## src/hw/call_mode_params.svh

```systemverilog
// Constants for the call-stack mode control block
`ifndef CALL_MODE_PARAMS_SVH
`define CALL_MODE_PARAMS_SVH

// ******************************************
// Register offsets (byte addresses)
// ******************************************
`define CM_OFS_STACK_BANK_SELECT 8'h00
`define CM_OFS_STATUS            8'h04

// ******************************************
// Field positions and reset values
// ******************************************
`define CM_LEGACY_MODE_BIT 3
`define CM_STACK_BANK_BIT  0
`define CM_SBS_RESET       4'h8
`define CM_ST_RUNNING_BIT  0
`define CM_ST_LEGACY_BIT   1
`define CM_ST_BANK_BIT     2

// ******************************************
// Stack bytes per call
// ******************************************
`define CM_PUSH_LEGACY   2'h2
`define CM_PUSH_EXTENDED 2'h3

// ******************************************
// Machine cycles per instruction
// ******************************************
`define CM_CYC_ABS_LEGACY     3'h3
`define CM_CYC_ABS_EXTENDED   3'h4
`define CM_CYC_SHORT_LEGACY   3'h2
`define CM_CYC_SHORT_EXTENDED 3'h3
`define CM_CYC_EXT_JUMP       3'h3
`define CM_CYC_EXT_CALL       3'h4
`define CM_CYC_PAGE_JUMP      3'h3

// ******************************************
// Oscillation settling wait
// ******************************************
`define CM_SETTLE_OSC_PERIODS 32768
`define CM_CLK_HZ             100000000
`define CM_MAIN_OSC_HZ        100000000

`endif

```

## src/hw/call_mode_pkg.sv

```systemverilog
// Types shared by the call-stack mode control block
package call_mode_pkg;

  // Instruction classes presented by the core
  typedef enum logic [2:0] {
    OP_NONE       = 3'h0,
    OP_CALL_ABS   = 3'h1,
    OP_CALL_SHORT = 3'h2,
    OP_EXT_JUMP   = 3'h3,
    OP_EXT_CALL   = 3'h4,
    OP_PAGE_A     = 3'h5,
    OP_PAGE_B     = 3'h6
  } op_kind_e;

  // Settling sequencer states
  typedef enum logic {
    ST_SETTLE = 1'b0,
    ST_RUN    = 1'b1
  } settle_e;

endpackage

```

## src/hw/settle_timer.sv

```systemverilog
// Fixed oscillation-settling wait after reset
`timescale 1ns/1ps
`include "call_mode_params.svh"

module settle_timer
  import call_mode_pkg::*;
#(
  parameter int unsigned CYCLES = `CM_SETTLE_OSC_PERIODS
) (
  // Clock and reset
  input  wire logic clk_i,
  input  wire logic rst_i,
  // Status
  output logic      running_o
);

  settle_e     state_ff;
  settle_e     nxt_state;
  logic [31:0] count_ff;
  logic [31:0] nxt_count;

  // ******************************************
  // Wait sequence
  // ******************************************
  always_comb begin
    nxt_state = state_ff;
    nxt_count = count_ff;
    unique case (state_ff)
      ST_SETTLE: begin
        if (count_ff == CYCLES - 1) begin
          nxt_state = ST_RUN;
        end else begin
          nxt_count = count_ff + 32'h1;
        end
      end
      ST_RUN: begin
        nxt_count = count_ff;
      end
    endcase
  end

  always_ff @(posedge clk_i) begin
    if (rst_i) begin
      state_ff <= ST_SETTLE;
      count_ff <= 32'h0;
    end else begin
      state_ff <= nxt_state;
      count_ff <= nxt_count;
    end
  end

  assign running_o = (state_ff == ST_RUN);

endmodule // settle_timer

```

## src/hw/call_timing_decode.sv

```systemverilog
// Mode-dependent timing, stack use and target decode
`timescale 1ns/1ps
`include "call_mode_params.svh"

module call_timing_decode
  import call_mode_pkg::*;
(
  // Request
  input  wire logic       legacy_i,
  input  wire op_kind_e   kind_i,
  input  wire logic [13:0] pc_i,
  input  wire logic [7:0] pair_i,
  // Result
  output logic [2:0]      cycles_o,
  output logic [1:0]      push_o,
  output logic            illegal_o,
  output logic [13:0]     pc_o
);

  function automatic logic [1:0] push_bytes(input logic legacy);
    return legacy ? `CM_PUSH_LEGACY : `CM_PUSH_EXTENDED;
  endfunction

  function automatic logic [13:0] page_target(input logic [13:0] pc,
                                              input logic [7:0]  low);
    return {pc[13:8], low};
  endfunction

  always_comb begin
    cycles_o  = 3'h0;
    push_o    = 2'h0;
    illegal_o = 1'b0;
    pc_o      = pc_i;
    unique case (kind_i)
      OP_CALL_ABS: begin
        cycles_o = legacy_i ? `CM_CYC_ABS_LEGACY : `CM_CYC_ABS_EXTENDED;
        push_o   = push_bytes(legacy_i);
      end
      OP_CALL_SHORT: begin
        cycles_o = legacy_i ? `CM_CYC_SHORT_LEGACY
                            : `CM_CYC_SHORT_EXTENDED;
        push_o   = push_bytes(legacy_i);
      end
      OP_EXT_JUMP: begin
        illegal_o = legacy_i;
        cycles_o  = legacy_i ? 3'h0 : `CM_CYC_EXT_JUMP;
      end
      OP_EXT_CALL: begin
        illegal_o = legacy_i;
        cycles_o  = legacy_i ? 3'h0 : `CM_CYC_EXT_CALL;
        push_o    = legacy_i ? 2'h0 : push_bytes(legacy_i);
      end
      OP_PAGE_A: begin
        cycles_o = `CM_CYC_PAGE_JUMP;
        pc_o     = page_target(pc_i, pair_i);
      end
      OP_PAGE_B: begin
        cycles_o = `CM_CYC_PAGE_JUMP;
        pc_o     = page_target(pc_i, pair_i);
      end
      default: begin
        cycles_o = 3'h0;
      end
    endcase
  end

endmodule // call_timing_decode

```

## src/hw/call_stack_mode_control.sv

```systemverilog
// Call-stack mode control with Wishbone register access
//
// Local design decisions: the register offsets and the Wishbone interface to the registers.
`timescale 1ns/1ps
`include "call_mode_params.svh"

module call_stack_mode_control
  import call_mode_pkg::*;
#(
  parameter longint unsigned CLK_HZ      = `CM_CLK_HZ,
  parameter longint unsigned MAIN_OSC_HZ = `CM_MAIN_OSC_HZ,
  parameter int unsigned     SETTLE_CYCLES =
    int'((64'(`CM_SETTLE_OSC_PERIODS) * CLK_HZ + MAIN_OSC_HZ - 64'd1)
         / MAIN_OSC_HZ)
) (
  // Clock and reset
  input  wire logic        clk_i,
  input  wire logic        rst_i,
  // Wishbone slave
  input  wire logic        cyc_i,
  input  wire logic        stb_i,
  input  wire logic        we_i,
  input  wire logic [7:0]  adr_i,
  input  wire logic [3:0]  sel_i,
  input  wire logic [31:0] dat_i,
  output logic      [31:0] dat_o,
  output logic             ack_o,
  // Instruction request from core
  input  wire logic        op_valid_i,
  input  wire op_kind_e    op_kind_i,
  input  wire logic [13:0] op_pc_i,
  input  wire logic [7:0]  op_pair_i,
  // Instruction result
  output logic             op_done_o,
  output logic             op_illegal_o,
  output logic      [2:0]  op_cycles_o,
  output logic      [1:0]  op_push_o,
  output logic      [13:0] op_pc_o,
  // Mode status
  output logic             legacy_mode_o,
  output logic             stack_bank_o,
  output logic             running_o
);

  // ******************************************
  // Declarations
  // ******************************************
  logic [3:0]  sbs_ff;
  logic [3:0]  nxt_sbs;
  logic        ack_ff;
  logic        nxt_ack;
  logic [31:0] rdat_ff;
  logic [31:0] nxt_rdat;
  logic        done_ff;
  logic        nxt_done;
  logic        illegal_ff;
  logic        nxt_illegal;
  logic [2:0]  cycles_ff;
  logic [2:0]  nxt_cycles;
  logic [1:0]  push_ff;
  logic [1:0]  nxt_push;
  logic [13:0] pc_ff;
  logic [13:0] nxt_pc;
  logic        legacy_ff;
  logic        bank_ff;
  logic        run_ff;
  logic        running;
  logic        bus_req;
  logic        dec_illegal;
  logic [2:0]  dec_cycles;
  logic [1:0]  dec_push;
  logic [13:0] dec_pc;

  // ******************************************
  // Settling wait
  // ******************************************
  settle_timer #(
    .CYCLES    (SETTLE_CYCLES)
  ) u_settle (
    .clk_i     (clk_i),
    .rst_i     (rst_i),
    .running_o (running)
  );

  // ******************************************
  // Mode-dependent decode
  // ******************************************
  call_timing_decode u_decode (
    .legacy_i  (sbs_ff[`CM_LEGACY_MODE_BIT]),
    .kind_i    (op_kind_i),
    .pc_i      (op_pc_i),
    .pair_i    (op_pair_i),
    .cycles_o  (dec_cycles),
    .push_o    (dec_push),
    .illegal_o (dec_illegal),
    .pc_o      (dec_pc)
  );

  // ******************************************
  // Register bus
  // ******************************************
  assign bus_req = cyc_i && stb_i && !ack_ff;

  always_comb begin
    nxt_sbs  = sbs_ff;
    nxt_ack  = bus_req;
    nxt_rdat = 32'h0;
    if (bus_req && we_i && sel_i[0] &&
        adr_i == `CM_OFS_STACK_BANK_SELECT) begin
      nxt_sbs = dat_i[3:0];
    end
    if (bus_req && !we_i) begin
      unique case (adr_i)
        `CM_OFS_STACK_BANK_SELECT: begin
          nxt_rdat = {28'h0, sbs_ff};
        end
        `CM_OFS_STATUS: begin
          nxt_rdat[`CM_ST_RUNNING_BIT] = running;
          nxt_rdat[`CM_ST_LEGACY_BIT]  = sbs_ff[`CM_LEGACY_MODE_BIT];
          nxt_rdat[`CM_ST_BANK_BIT]    = sbs_ff[`CM_STACK_BANK_BIT];
        end
        default: begin
          nxt_rdat = 32'h0;
        end
      endcase
    end
  end

  always_ff @(posedge clk_i) begin
    if (rst_i) begin
      sbs_ff  <= `CM_SBS_RESET;
      ack_ff  <= 1'b0;
      rdat_ff <= 32'h0;
    end else begin
      sbs_ff  <= nxt_sbs;
      ack_ff  <= nxt_ack;
      rdat_ff <= nxt_rdat;
    end
  end

  // ******************************************
  // Instruction results
  // ******************************************
  always_comb begin
    nxt_done    = 1'b0;
    nxt_illegal = illegal_ff;
    nxt_cycles  = cycles_ff;
    nxt_push    = push_ff;
    nxt_pc      = pc_ff;
    if (op_valid_i && running && op_kind_i != OP_NONE) begin
      nxt_done    = 1'b1;
      nxt_illegal = dec_illegal;
      nxt_cycles  = dec_cycles;
      nxt_push    = dec_push;
      nxt_pc      = dec_pc;
    end
  end

  always_ff @(posedge clk_i) begin
    if (rst_i) begin
      done_ff    <= 1'b0;
      illegal_ff <= 1'b0;
      cycles_ff  <= 3'h0;
      push_ff    <= 2'h0;
      pc_ff      <= 14'h0;
      legacy_ff  <= 1'b1;
      bank_ff    <= 1'b0;
      run_ff     <= 1'b0;
    end else begin
      done_ff    <= nxt_done;
      illegal_ff <= nxt_illegal;
      cycles_ff  <= nxt_cycles;
      push_ff    <= nxt_push;
      pc_ff      <= nxt_pc;
      legacy_ff  <= sbs_ff[`CM_LEGACY_MODE_BIT];
      bank_ff    <= sbs_ff[`CM_STACK_BANK_BIT];
      run_ff     <= running;
    end
  end

  assign dat_o         = rdat_ff;
  assign ack_o         = ack_ff;
  assign op_done_o     = done_ff;
  assign op_illegal_o  = illegal_ff;
  assign op_cycles_o   = cycles_ff;
  assign op_push_o     = push_ff;
  assign op_pc_o       = pc_ff;
  assign legacy_mode_o = legacy_ff;
  assign stack_bank_o  = bank_ff;
  assign running_o     = run_ff;
endmodule // call_stack_mode_control

```

## config.mk

```make
export PLATFORM = sky130hd
export DESIGN_NAME = call_stack_mode_control
export DESIGN_NICKNAME = d
export VERILOG_FILES = /design/src/hw/call_mode_pkg.sv /design/src/hw/settle_timer.sv /design/src/hw/call_timing_decode.sv /design/src/hw/call_stack_mode_control.sv
export VERILOG_INCLUDE_DIRS = /design/src /design/src/hw
export SDC_FILE = /design/constraint.sdc
export NUM_CORES = 1
export LEC_CHECK = 0
export BUFFER_PORTS_ARGS = -buffer_cell sky130_fd_sc_hd__buf_2
export CELL_PAD_IN_SITES_DETAIL_PLACEMENT = 2
export CELL_PAD_IN_SITES_GLOBAL_PLACEMENT = 2
export CORE_ASPECT_RATIO = 0.7
export CORE_UTILIZATION = 29
export CTS_CLUSTER_DIAMETER = 30
export DETAILED_ROUTE_END_ITERATION = 10
export PLACE_DENSITY = 0.89
export SYNTH_ARGS = -nofsm -noshare
export SYNTH_HDL_FRONTEND = slang
export SYNTH_SLANG_ARGS = --single-unit
```

## constraint.sdc

```tcl
create_clock -name clk_i -period 5.8 [get_ports clk_i]
set_input_delay 0.87 -clock clk_i [delete_from_list [all_inputs] [get_ports clk_i]]
set_output_delay 0.87 -clock clk_i [all_outputs]
set_load 0.1 [all_outputs]
```

### Word-level counts from Yosys, hierarchy flattened

Index checks and enable logic that the tools add are counted.

* add/sub/neg operators: 1
* equality and inequality tests: 9
* mux-type cells: 16
* bitwise logic cells: 3
* reductions and logical operators: 18

Operators by type and width (count)
* two-way mux 32 bit: 2
* adder 32 x 1 -> 32 bit (second input constant): 1
* == test 32 x 15 -> 1 bit (second input constant): 1
* one-hot mux 3 bit (5 select lines): 1
* == test 3 bit (second input constant): 3
* == test 8 x 3 -> 1 bit (second input constant): 1
* logical AND 1 bit: 8
* logical NOT 8 bit: 1
* two-way mux 8 bit: 1
* OR reduction 2 bit: 4
* == test 3 x 2 -> 1 bit (second input constant): 2
* two-way mux 1 bit: 6
* two-way mux 3 bit: 2
* one-hot mux 3 bit (2 select lines): 1
* two-way mux 2 bit: 2
* one-hot mux 2 bit (2 select lines): 1
* == test 3 x 1 -> 1 bit (second input constant): 1
* inverter 1 bit: 3
* nonzero test 3 bit: 1
* OR reduction 3 bit: 1
* logical NOT 1 bit: 2
* != test 2 bit (second input constant): 1
* AND reduction 2 bit: 1

* bits in registers: 94
* input port bits: 75
* output and inout port bits: 57
* word-level logic and storage cells: 61

### Longest topological paths before layout

Gate-level depths: netlist of the first run.

* depth after elaboration: 5
* depth in mapped cells: 7
* mapped depth without buffers: 6

### Modules after synthesis

From an unflattened synthesis of the first run, not the netlist that was laid out.

* cell total of the unflattened synthesis: 383
* area total of the unflattened synthesis: 3290.7 um^2

Modules (own cells, without submodules)
* settle_timer: instances 1, cells an instance 188, area each 1632.8 um^2, seq. area each 660.6 um^2
* call_stack_mode_control: instances 1, cells an instance 162, area each 1402.6 um^2, seq. area each 660.6 um^2
* call_timing_decode: instances 1, cells an instance 33, area each 255.2 um^2, seq. area each 0.0 um^2

### Worst setup path after synthesis of the first run

No wires, ideal clock.

* path type: input to register
* start: input port op_kind_i[1]
* end: register illegal_ff (netlist: op_illegal_o)
* setup time: 114 ps
* arrival: 2220 ps
* required time: 5686 ps
* slack: 3466 ps
* stages: 6
* path buffers: 2
* path through: clkbuf_1 or2_2 clkbuf_1 o21ai_1 nor2_1 a2111oi_0

* cells in the longest elaborated chain, start to end: 3
* elaborated cells on any way between the ends: 6
* those cells by class: eq/ne (2); mux (1); reduce/logical (3)

Ends and longest elaborated chain
* from (decl): RTL line call_stack_mode_control.sv:30 `input wire op_kind_e op_kind_i,`
* == test 3 x 2 -> 1 bit / == test 3 bit (equally long branches): RTL line call_timing_decode.sv:34 `unique case (kind_i)`
* OR reduction 2 bit (no source line)
* two-way mux 1 bit: RTL line call_timing_decode.sv:34
* to (signal assigned): RTL line call_stack_mode_control.sv:171 `illegal_ff <= nxt_illegal;`
* to (decl): RTL line call_stack_mode_control.sv:56 `logic illegal_ff;`

Parallel ways exist; a longest one is shown, timed or not.
A chain may end at the register's enable or synchronous reset.

### Worst setup path in the final report of the first run

* start: register u_settle.count_ff[16]
* end: register u_settle.count_ff[13]

* cells in the longest elaborated chain, start to end: 3

Ends and longest elaborated chain
* from (decl): RTL line settle_timer.sv:19 `logic [31:0] count_ff;`
* from (signal assigned): RTL line settle_timer.sv:48 `count_ff <= nxt_count;`
* == test 32 x 15 -> 1 bit: RTL line settle_timer.sv:30 `if (count_ff == CYCLES - 1) begin`
* != test 2 bit (no source line)
* AND reduction 2 bit (no source line)

No other way between the ends.

==> results of run 1 <==
-- per-stage QoR --
step	total power [uW]	instances	instance area (um^2)	util (%)
2_1_floorplan	592.0	415	3401	-
3_3_place_gp	594.3	593	3642	32.96
3_5_place_dp	597.7	593	3642	32.96
4_1_cts	1248	609	3995	36.15
5_1_grt	1275	609	3995	36.15
6_report	1234	609	3995	36.15
-- power by group --
group	switching (uW)	leakage [uW]	internal, uW	total (uW)
combinational	109	0.000966	21.4	131
clock	212	0.000165	432	644
sequential	2.89	0.000532	456	458
total	325	0.00166	909	1230
-- registers in the layout, indices dropped and copies added, names as in the netlist --
| signal | cells |
|---|---|
| u_settle.count_ff | 32 |
| op_pc_o | 14 |
| dat_o | 4 |
| sbs_ff | 4 |
| op_cycles_o | 3 |
| op_push_o | 2 |
| ack_o | 1 |
| legacy_mode_o | 1 |
| op_done_o | 1 |
| op_illegal_o | 1 |
| running_o | 1 |
| stack_bank_o | 1 |
| u_settle.running_o | 1 |
-- final cells by class --
type	count	area share (%)
clock buffers	10	5.982
flip-flops and latches	66	33.07
well taps	153	4.792
clock inverters	6	2.850
repair buffers	74	9.396
inverters	4	0.3758
multi-input cells	296	43.53
-- worst paths after layout --
check / startpoint / to / slack [ps] / cells past startpoint
setup / recovery: u_settle.count_ff[16] / u_settle.count_ff[13] / 3230 / 5
hold reg to reg: op_pc_o[9] / op_pc_o[9] / 460 / 2
setup reg to reg: u_settle.count_ff[16] / u_settle.count_ff[13] / 3230 / 5
hold / removal: op_pc_o[9] / op_pc_o[9] / 460 / 2
-- cells in the final DEF, fill, tap and decap left out, drive strengths merged, types with 2 or more instances in the layout --
| master | instances |
|---|---|
| xor2 | 5 |
| bufinv | 3 |
| o21ai | 14 |
| nand3 | 19 |
| and3 | 2 |
| a31o | 2 |
| buf | 74 |
| dfxtp | 66 |
| or4 | 13 |
| mux2i | 15 |
| and2 | 2 |
| inv | 4 |
| o21a | 2 |
| nand2b | 2 |
| nand4 | 8 |
| or3 | 7 |
| nor3 | 8 |
| nand2 | 42 |
| nand3b | 3 |
| mux2 | 4 |
| xnor2 | 2 |
| nor4 | 9 |
| a21oi | 21 |
| o211ai | 8 |
| or2 | 2 |
| a2111oi | 2 |
| conb | 28 |
| o31ai | 3 |
| a211oi | 8 |
| nor2b | 10 |
| clkbuf | 10 |
| a31oi | 2 |
| clkinvlp | 2 |
| nor2 | 42 |
-- cells by family (layout without fill, tap and decap cells) --
family	Yosys count	in the layout	synth area share [%]
DFF	66	66	40.05
adders and majority gates	1	1	0.3792
xor gates and xnor gates	7	7	1.858
and+or+nand+nor	174	174	28.21
AOI/OAI and AO/OA	67	67	13.16
other	1	28	0.1137
muxes	19	19	5.916
buffers and inverters	53	94	10.31
-- layer usage --
metal	GRT usage (%)	vias up	wire (um)
met5	0	-	0
met4	6.008	0	211
met3	5.893	18	556
met2	31.90	100	5197
met1	20.54	1537	4380
li1	-	1457	-
-- worst register-to-register path, delay by kind of cell (launching register included) --
family / cells / cell delay (ps)
flip-flops: 1 / 350
AND/OR/NAND/NOR: 4 / 1810
multiplexers: 1 / 300
==> flow_summary_export.csv, run 1 <==
group,metric,value,unit
run_status,status,"finished clean",
sta,finalWorstSetupSlack,3231,ps
clock_network,insertion_delay,340,ps
floorplanning,start_util,29.86,%
sta,grt_setup_unrepaired,"false",
clock_network,cts_tree,"built",
sta,slew_violations,0,
min_path,hp-class,"reg2reg",
clock_network,htreeDepth,3,
floorplanning,rows,32,
global_routing,antenna_found_initial,0,
synth,async_flop_share,0,%
detailed_routing,wirelength,10350,um
critical_path,cp_slowest_cell,"or4_4",
synth,ys.flop_type,"dfxtp_1",
flow_run,maxCapViolations,0,
sta,slew_headroom,37.46,%
cells_and_area,multi_input_area,1739,um^2
clock_network,clock_sink_count,66,
critical_path,critPathRequiredTime,6030,ps
cells_and_area,fill_cells,1290,
global_routing,grt_pass1_vias,3221,
power,leakagePower,0.001663,uW
synth,ys_ff_latch,66,
placement,io_buffers,72,
placement,place_hpwl,7071,um
critical_path,path_buf_inv,0,
sta,fin_crit,2569,ps
detailed_routing,via_per_inst,5.110,
detailed_routing,ant_nets,0,
critical_path,max_stage_delay,570,ps
synth,syn-cell-area,3299,um^2
synth,syn_area_per_cell,8.504,um^2
sta,skew,5.561,ps
sta,setup_viol,0,
placement,place.gp.congestion,0.7796,
floorplanning,design.core.area,11050,um^2
critical_path,path_cells,"or4_1 -> or4_4 -> nor3_4 -> nor4_1 -> mux2_2",
floorplanning,die_h,91.24,um
detailed_routing,via_count,3112,
cells_and_area,area_growth,21.08,%
global_routing,grt_usage,18.14,%
critical_path,cp_top_family,"simple AND/OR/NAND/NOR gates",
synth,yosysMostFrequentCell,"dfxtp_1",
global_routing,globalRouteOverflowTotal,0,
global_routing,grt_max_degree,65,
critical_path,cp-end-kind,"register",
clock_network,post_cts_buffers,0,
cells_and_area,seqCellArea,1321,um^2
clock_network,clk_path_buf_depth,2,
cells_and_area,diodes,0,
synth,seq_area_frac_synth,40.05,%
sta,final.period_utilization,44.30,%
floorplanning,io_pins,132,
sta,fin_hold_ws,460.1,ps
synth,yosysTopAreaCell,"dfxtp_1",
sta,worst_pin_slew,931.9,ps
synth,synthTopCellsByArea,"dfxtp_1, buf_4, nor2_1, nand2_1, mux2i_1",
placement,dpl_worst_slack,2952,ps
floorplanning,dieArea,11810,um^2
synth,synth_cell_types,53,
clock_network,clk_pin_slew,60,ps
synth,synth_common_cells,"dfxtp_1, nor2_1, nand2_1, buf_4, a21oi_1",
power,p_per_area,308.8,nW/um^2
critical_path,arrival,2800,ps
power,peakVddDrop,0.1604,mV
detailed_routing,drc,0,
clock_network,cts_made_buffers,9,
critical_path,path_max_fanout,16,
synth,netlist.area_leader.share,40.05,%
sta,final.setup.tns,0,ps
cells_and_area,drive_above_1_share,25.22,%
cells_and_area,nets,527,
synth,netlist_instances,388,
critical_path,critPathKind,"reg2reg",
sta,hold_viol_final,0,
critical_path,worstSetupStartpointType,"register",
floorplanning,die_w,129.5,um
detailed_routing,first_pass_iters,4,
sta,fmax,389.2,MHz
clock_network,cts_resized,0,
synth,yosysWarnings,0,
detailed_routing,wire_per_inst,16.99,um
synth,synth_edf_count,0,
clock_network,cts-root-buf,"clkbuf_16",
detailed_routing,drtIter0Drc,126,
global_routing,grt_pass1_wl,16480,um
clock_network,cts_hold_buf,0,
Power figures use the tool's default switching activity.
==> inputs of run 2 (changes only) <==
--- a/config.mk
+++ b/config.mk
@@ -6,14 +6,15 @@
 export SDC_FILE = /design/constraint.sdc
 export NUM_CORES = 1
 export LEC_CHECK = 0
+export ABC_AREA = 1
 export BUFFER_PORTS_ARGS = -buffer_cell sky130_fd_sc_hd__buf_2
 export CELL_PAD_IN_SITES_DETAIL_PLACEMENT = 2
 export CELL_PAD_IN_SITES_GLOBAL_PLACEMENT = 2
 export CORE_ASPECT_RATIO = 0.7
-export CORE_UTILIZATION = 29
+export CORE_UTILIZATION = 25
 export CTS_CLUSTER_DIAMETER = 30
 export DETAILED_ROUTE_END_ITERATION = 10
-export PLACE_DENSITY = 0.89
+export PLACE_DENSITY = 0.83
 export SYNTH_ARGS = -nofsm -noshare
 export SYNTH_HDL_FRONTEND = slang
 export SYNTH_SLANG_ARGS = --single-unit
==> constraint.sdc (replaced) <==
create_clock -name clk_i -period 2.7 [get_ports clk_i]
set_input_delay 0.405 -clock clk_i [delete_from_list [all_inputs] [get_ports clk_i]]
set_output_delay 0.405 -clock clk_i [all_outputs]
set_load 0.1 [all_outputs]
==> run 2 against run 1 <==
Net effect: global-route usage up 0.28 points; critical path depth up 5; sequential power up 110%.
==> flow_summary_export.csv, run 2 <==
group,metric,value,unit
clock_network,cts_hold_buf,0,
cells_and_area,area_growth,19.50,%
flow_run,maxCapViolations,0,
clock_network,cts-root-buf,"clkbuf_16",
floorplanning,start_util,25.99,%
detailed_routing,drtIter0Drc,128,
floorplanning,rows,36,
synth,netlist_instances,578,
clock_network,post_cts_buffers,0,
cells_and_area,diodes,0,
critical_path,r2r-end,"u_settle.count_ff[12]",
cells_and_area,drive_above_1_share,15.98,%
synth,synthTopCellsByArea,"dfxtp_1, nand2_1, nor2_1, nand3_1, inv_1",
detailed_routing,via_count,3900,
placement,placed_area,4089,um^2
power,peakVddDrop,0.2284,mV
global_routing,grt_max_degree,47,
synth,yosysMostFrequentCell,"nand2_1",
global_routing,globalRouteOverflowTotal,0,
placement,io_buffers,72,
sta,final.period_utilization,74.99,%
synth,seq_area_frac_synth,35.94,%
sta,skew,6.440,ps
critical_path,worstSetupStartpointType,"register",
critical_path,path_cells,"ha_1 -> inv_1 -> nor2_1 -> nand2_1 -> nor2_1 -> nand2_1 -> inv_1 -> nand2_1 -> o21ai_0 -> nor2_1",
clock_network,cts_tree,"built",
sta,grt_setup_unrepaired,"false",
power,p_per_area,562.7,nW/um^2
cells_and_area,final_cell_area,4393,um^2
floorplanning,die_h,103.5,um
global_routing,grt_pass1_wl,21780,um
sta,setup_viol,0,
synth,yosysWarnings,0,
sta,slew_headroom,64.97,%
critical_path,critPathRequiredTime,2920,ps
critical_path,r2r-start,"u_settle.count_ff[0]",
floorplanning,dieArea,15200,um^2
detailed_routing,wirelength,12930,um
synth,netlist.area_leader.share,35.94,%
cells_and_area,final_common_cell,"nand2_1",
critical_path,r2r_slack,680,ps
min_path,whs_endpoint,"sbs_ff[0]",
sta,fin_crit,2025,ps
clock_network,htreeDepth,3,
sta,hold_viol_final,0,
detailed_routing,ant_nets,0,
min_path,min_from,"dat_i[0]",
synth,ys_ff_latch,66,
critical_path,critPathKind,"reg2reg",
synth,synth_edf_count,0,
global_routing,antenna_found_initial,0,
cells_and_area,nets,723,
run_status,status,"finished clean",
synth,synth_common_cells,"nand2_1, nor2_1, dfxtp_1, inv_1, nand3_1",
cells_and_area,largest-register,"u_settle.count_ff",
cells_and_area,largest_register_ffs,32,
sta,worst_pin_slew,525.4,ps
power,leakagePower,0.002068,uW
detailed_routing,via_per_inst,4.637,
global_routing,grt_usage,18.42,%
clock_network,insertion_delay,330,ps
critical_path,cp-end-kind,"register",
synth,async_flop_share,0,%
clock_network,cts_made_buffers,9,
clock_network,cts_resized,0,
placement,dpl_worst_slack,629.3,ps
synth,ys.flop_type,"dfxtp_1",
cells_and_area,final_util,31.06,%
synth,yosysTopAreaCell,"dfxtp_1",
sta,fmax,493.9,MHz
detailed_routing,drc,0,
synth,synth_cell_types,32,
floorplanning,io_pins,132,
global_routing,grt_pass1_vias,4354,
synth,syn_area_per_cell,6.360,um^2
placement,place.gp.congestion,0.8467,
clock_network,clock_sink_count,66,
synth,syn-cell-area,3676,um^2
sta,slew_violations,0,
clock_network,clk_path_buf_depth,2,
critical_path,arrival,2250,ps
critical_path,max_stage_delay,400,ps
sta,final.setup.tns,0,ps
critical_path,cp_slowest_cell,"dfxtp_1",
detailed_routing,wire_per_inst,15.38,um
min_path,hp-class,"in2reg",
sta,finalWorstSetupSlack,675.2,ps
cells_and_area,mostFrequentLayoutCells,"nand2_1, nor2_1, buf_2",
critical_path,worstRegToRegCells,10,
placement,place_hpwl,9937,um
clock_network,clk_pin_slew,60,ps
critical_path,path_max_fanout,4,
detailed_routing,first_pass_iters,4,
min_path,min_path_cells,3,
floorplanning,die_w,146.9,um
floorplanning,design.core.area,14140,um^2
[run 2: metrics by stage]
stage,hold WS (ps),power (uW),instances
after floorplan,437.7,1262,605
after global placement,453.1,1275,826
after detailed placement,462.0,1286,826
after CTS,290.4,2494,841
after global routing,308.8,2548,841
final,297.0,2472,841
[run 2: layer usage]
metal / GRT usage [%] / vias to the layer above / share of wire, %
li1: - / 1923 / -
met1: 22.31 / 1891 / 47
met2: 33.18 / 73 / 48
met3: 4.211 / 13 / 4.0
met4: 5.155 / 0 / 1.1
met5: 0 / - / 0
[run 2: area by class of cell]
cell class                      count  area [um^2]
Clock buffer                       11        252.7
Timing Repair Buffer               74        375.4
Sequential cell                    66         1321
Fill cell                        1761         9751
Tap cell                          190        237.7
Multi-Input combinational cell    426         1892
Clock inverter                      4        51.30
Inverter                           70        262.8
[run 2: how the worst max path moves through the flow]
stage | to | slack [ps] | start | depth (start not counted)
after floorplan | sbs_ff[0] | 1070 | ack_o | 6
after global placement | op_pc_o[3] | 800 | op_kind_i[0] | 9
after detailed placement | op_pc_o[4] | 630 | op_kind_i[0] | 9
after CTS | u_settle.count_ff[12] | 670 | u_settle.count_ff[0] | 10
after global routing | u_settle.count_ff[12] | 470 | u_settle.count_ff[0] | 10
final | u_settle.count_ff[12] | 680 | u_settle.count_ff[0] | 10
[run 2: logic make-up after synthesis]
family          share of synthesized area [%]
simple gates                            40.47
buf+inv                                 15.35
flops                                   35.94
compound gates                          7.794
fa+ha+maj                              0.3403
other cells                            0.1020
[run 2: power breakdown]
part	internal (uW)	switching [uW]
clock network	760	446
registers	979	4.70
logic	41.4	241
[run 2: critical path: cells and delay by family (launching register included)]
family          cells  cell delay (ps)
compound gates      1              160
fa+ha+maj           1              180
buf+inv             2              190
flops               1              400
simple gates        6              980
==> inputs of run 3 (changes only) <==
--- a/config.mk
+++ b/config.mk
@@ -11,10 +11,10 @@
 export CELL_PAD_IN_SITES_DETAIL_PLACEMENT = 2
 export CELL_PAD_IN_SITES_GLOBAL_PLACEMENT = 2
 export CORE_ASPECT_RATIO = 0.7
-export CORE_UTILIZATION = 25
+export CORE_UTILIZATION = 23
 export CTS_CLUSTER_DIAMETER = 30
 export DETAILED_ROUTE_END_ITERATION = 10
-export PLACE_DENSITY = 0.83
+export PLACE_DENSITY = 0.81
 export SYNTH_ARGS = -nofsm -noshare
 export SYNTH_HDL_FRONTEND = slang
 export SYNTH_SLANG_ARGS = --single-unit
==> constraint.sdc (replaced) <==
create_clock -name clk_i -period 1.7 [get_ports clk_i]
set_input_delay 0.255 -clock clk_i [delete_from_list [all_inputs] [get_ports clk_i]]
set_output_delay 0.255 -clock clk_i [all_outputs]
set_load 0.1 [all_outputs]
==> run 3 against run 2 <==
Net effect: register-to-register slack lost 670 ps; clock skew grew 2.2 ps; first-iteration DRC count shrank 8.6%; total power grew 72%; critical endpoint is now u_settle.count_ff[8]; design area grew 11%; via count grew 5.0%; utilization grew 0.42 points; critical path type unchanged; sequential power grew 59%.
==> flow_summary_export.csv, run 3 (synthesis results as in run 2) <==
group,metric,value,unit
min_path,whs_endpoint,"op_pc_o[10]",
power,power,4245,uW
sta,hold_viol_final,0,
sta,skew,8.605,ps
cells_and_area,largest_register_ffs,32,
detailed_routing,drtIter0Drc,117,
floorplanning,rows,38,
critical_path,path_buf_inv,2,
cells_and_area,drive_above_1_share,26.87,%
clock_network,cts-root-buf,"clkbuf_16",
clock_network,clock_sink_count,66,
run_status,status,"finished clean",
placement,place_hpwl,10600,um
power,seq_power_share,36.8,%
detailed_routing,ant_nets,0,
cells_and_area,area_growth,33.15,%
detailed_routing,via_per_inst,4.648,
cells_and_area,diodes,0,
global_routing,antenna_found_initial,0,
detailed_routing,drc,0,
critical_path,critPathRequiredTime,1920,ps
placement,io_buffers,72,
sta,final.period_utilization,99.47,%
global_routing,grt_pass1_vias,4388,
power,power.net_switching,1171,uW
cells_and_area,fill_cells,1903,
detailed_routing,first_pass_iters,4,
clock_network,insertion_delay,340,ps
clock_network,clk_path_buf_depth,2,
power,p_int,3075,uW
detailed_routing,wire_per_inst,16.61,um
detailed_routing,wirelength,14630,um
placement,place.gp.congestion,0.8102,
critical_path,critPathKind,"reg2reg",
critical_path,max_stage_delay,460,ps
sta,fmax,591.4,MHz
critical_path,arrival,1910,ps
power,swShare,27.57,%
min_path,min_path_cells,3,
cells_and_area,final_common_cell,"nand2_1",
floorplanning,start_util,23.64,%
detailed_routing,via_count,4095,
cells_and_area,nets,752,
power,clkPwrFrac,52.2,%
critical_path,r2r-start,"u_settle.count_ff[11]",
min_path,hp-class,"in2reg",
global_routing,grt_usage,17.30,%
power,p_per_area,867.3,nW/um^2
critical_path,path_cells,"nand4_1 -> buf_4 -> nor2_4 -> nand3_4 -> clkbuf_16 -> a21oi_2 -> nor2_1",
floorplanning,io_pins,132,
sta,fin_crit,1691,ps
cells_and_area,seqCellArea,1345,um^2
floorplanning,die_w,153.1,um
critical_path,cp-end-kind,"register",
critical_path,cp_slowest_cell,"dfxtp_1",
flow_run,maxCapViolations,0,
clock_network,cts_tree,"built",
power,combPwrFrac,11.0,%
power,leakagePower,0.002283,uW
clock_network,cts_made_buffers,9,
clock_network,htreeDepth,3,
cells_and_area,largest-register,"u_settle.count_ff",
floorplanning,design.core.area,15550,um^2
sta,setup_viol,0,
clock_network,clk_pin_slew,60,ps
critical_path,cp_top_family,"simple AND/OR/NAND/NOR gates",
min_path,min_from,"op_pc_i[10]",
sta,slew_violations,0,
floorplanning,die_h,107.8,um
critical_path,worstRegToRegCells,7,
cells_and_area,mostFrequentLayoutCells,"nand2_1, nor2_1, buf_2",
global_routing,globalRouteOverflowTotal,0,
global_routing,grt_max_degree,35,
floorplanning,dieArea,16500,um^2
sta,fin_hold_ws,142.7,ps
power,peakVddDrop,0.3511,mV
cells_and_area,multi_input_area,2021,um^2
critical_path,r2r-end,"u_settle.count_ff[8]",
critical_path,worstSetupStartpointType,"register",
critical_path,r2r_slack,9,ps
global_routing,grt_pass1_wl,22350,um
critical_path,path_max_fanout,5,
## run 3: cell types whose count changed in the layout (fill, tap and decap cells not counted), moves of 13 or more
cell	change
dfxtp_1	-17
nor2_1	-16
dfxtp_2	+16
nor2_2	+13
buf_4	+24
## run 3: worst max path at each step
stage                     startpoint               endpoint  slack [ps]  cells past startpoint
2_1_floorplan                  ack_o              sbs_ff[0]          70                      6
3_3_place_gp    u_settle.count_ff[0]  u_settle.count_ff[12]          80                     10
3_5_place_dp    u_settle.count_ff[0]  u_settle.count_ff[10]         -80                     11
4_1_cts         u_settle.count_ff[0]  u_settle.count_ff[11]         -20                      8
5_1_grt        u_settle.count_ff[11]   u_settle.count_ff[5]         -60                      8
6_report       u_settle.count_ff[11]   u_settle.count_ff[8]           9                      7
## run 3: repair_timing
item | CTS | global route
hold buffers | 0 | 0
gates cloned | 0 | 2
resized for setup | 11 | 45
pin swaps | 4 | 10
setup endpoints to repair | 15 | 30
buffers inserted | 1 | 5
## run 3: final cells by class
class | count | area share (%)
multi-input cells | 426 | 41.28
repair buffers | 103 | 13.60
inverters | 70 | 5.368
clock inverters | 7 | 2.556
clock buffers | 9 | 4.601
well taps | 200 | 5.112
flip-flops and latches | 66 | 27.48
## run 3: tightest hold or removal path, cell delays in order
cell and delay, ps:
buf_2 80, nor2_1 30, nor2_1 80
## run 3: through the flow
stage / TNS, ps / setup WS, ps / area [um^2] / utilization, % / std cells
after floorplan: 0 / 72.15 / 3777 / - / 605
after global placement: 0 / 79.49 / 4284 / 27.56 / 857
after detailed placement: -238.9 / -80.92 / 4284 / 27.56 / 857
after CTS: -32.91 / -18.83 / 4676 / 30.07 / 874
after global routing: -718.3 / -59.95 / 4895 / 31.48 / 881
final: 0 / 8.990 / 4895 / 31.48 / 881
## run 3: power groups by stage
stage / sequential, uW / clock [uW] / combinational [uW]
floorplan: 1600 / 0 / 405
global placement: 1590 / 0 / 439
detailed placement: 1590 / 0 / 456
CTS: 1560 / 2250 / 463
global route: 1560 / 2330 / 494
finish: 1560 / 2220 / 466
## run 3: per-layer routing
layer | wire [um] | track usage, %
met5 | 0 | 0
met2 | 7249 | 30.92
met1 | 6760 | 21.33
met4 | 136 | 4.690
met3 | 484 | 3.100
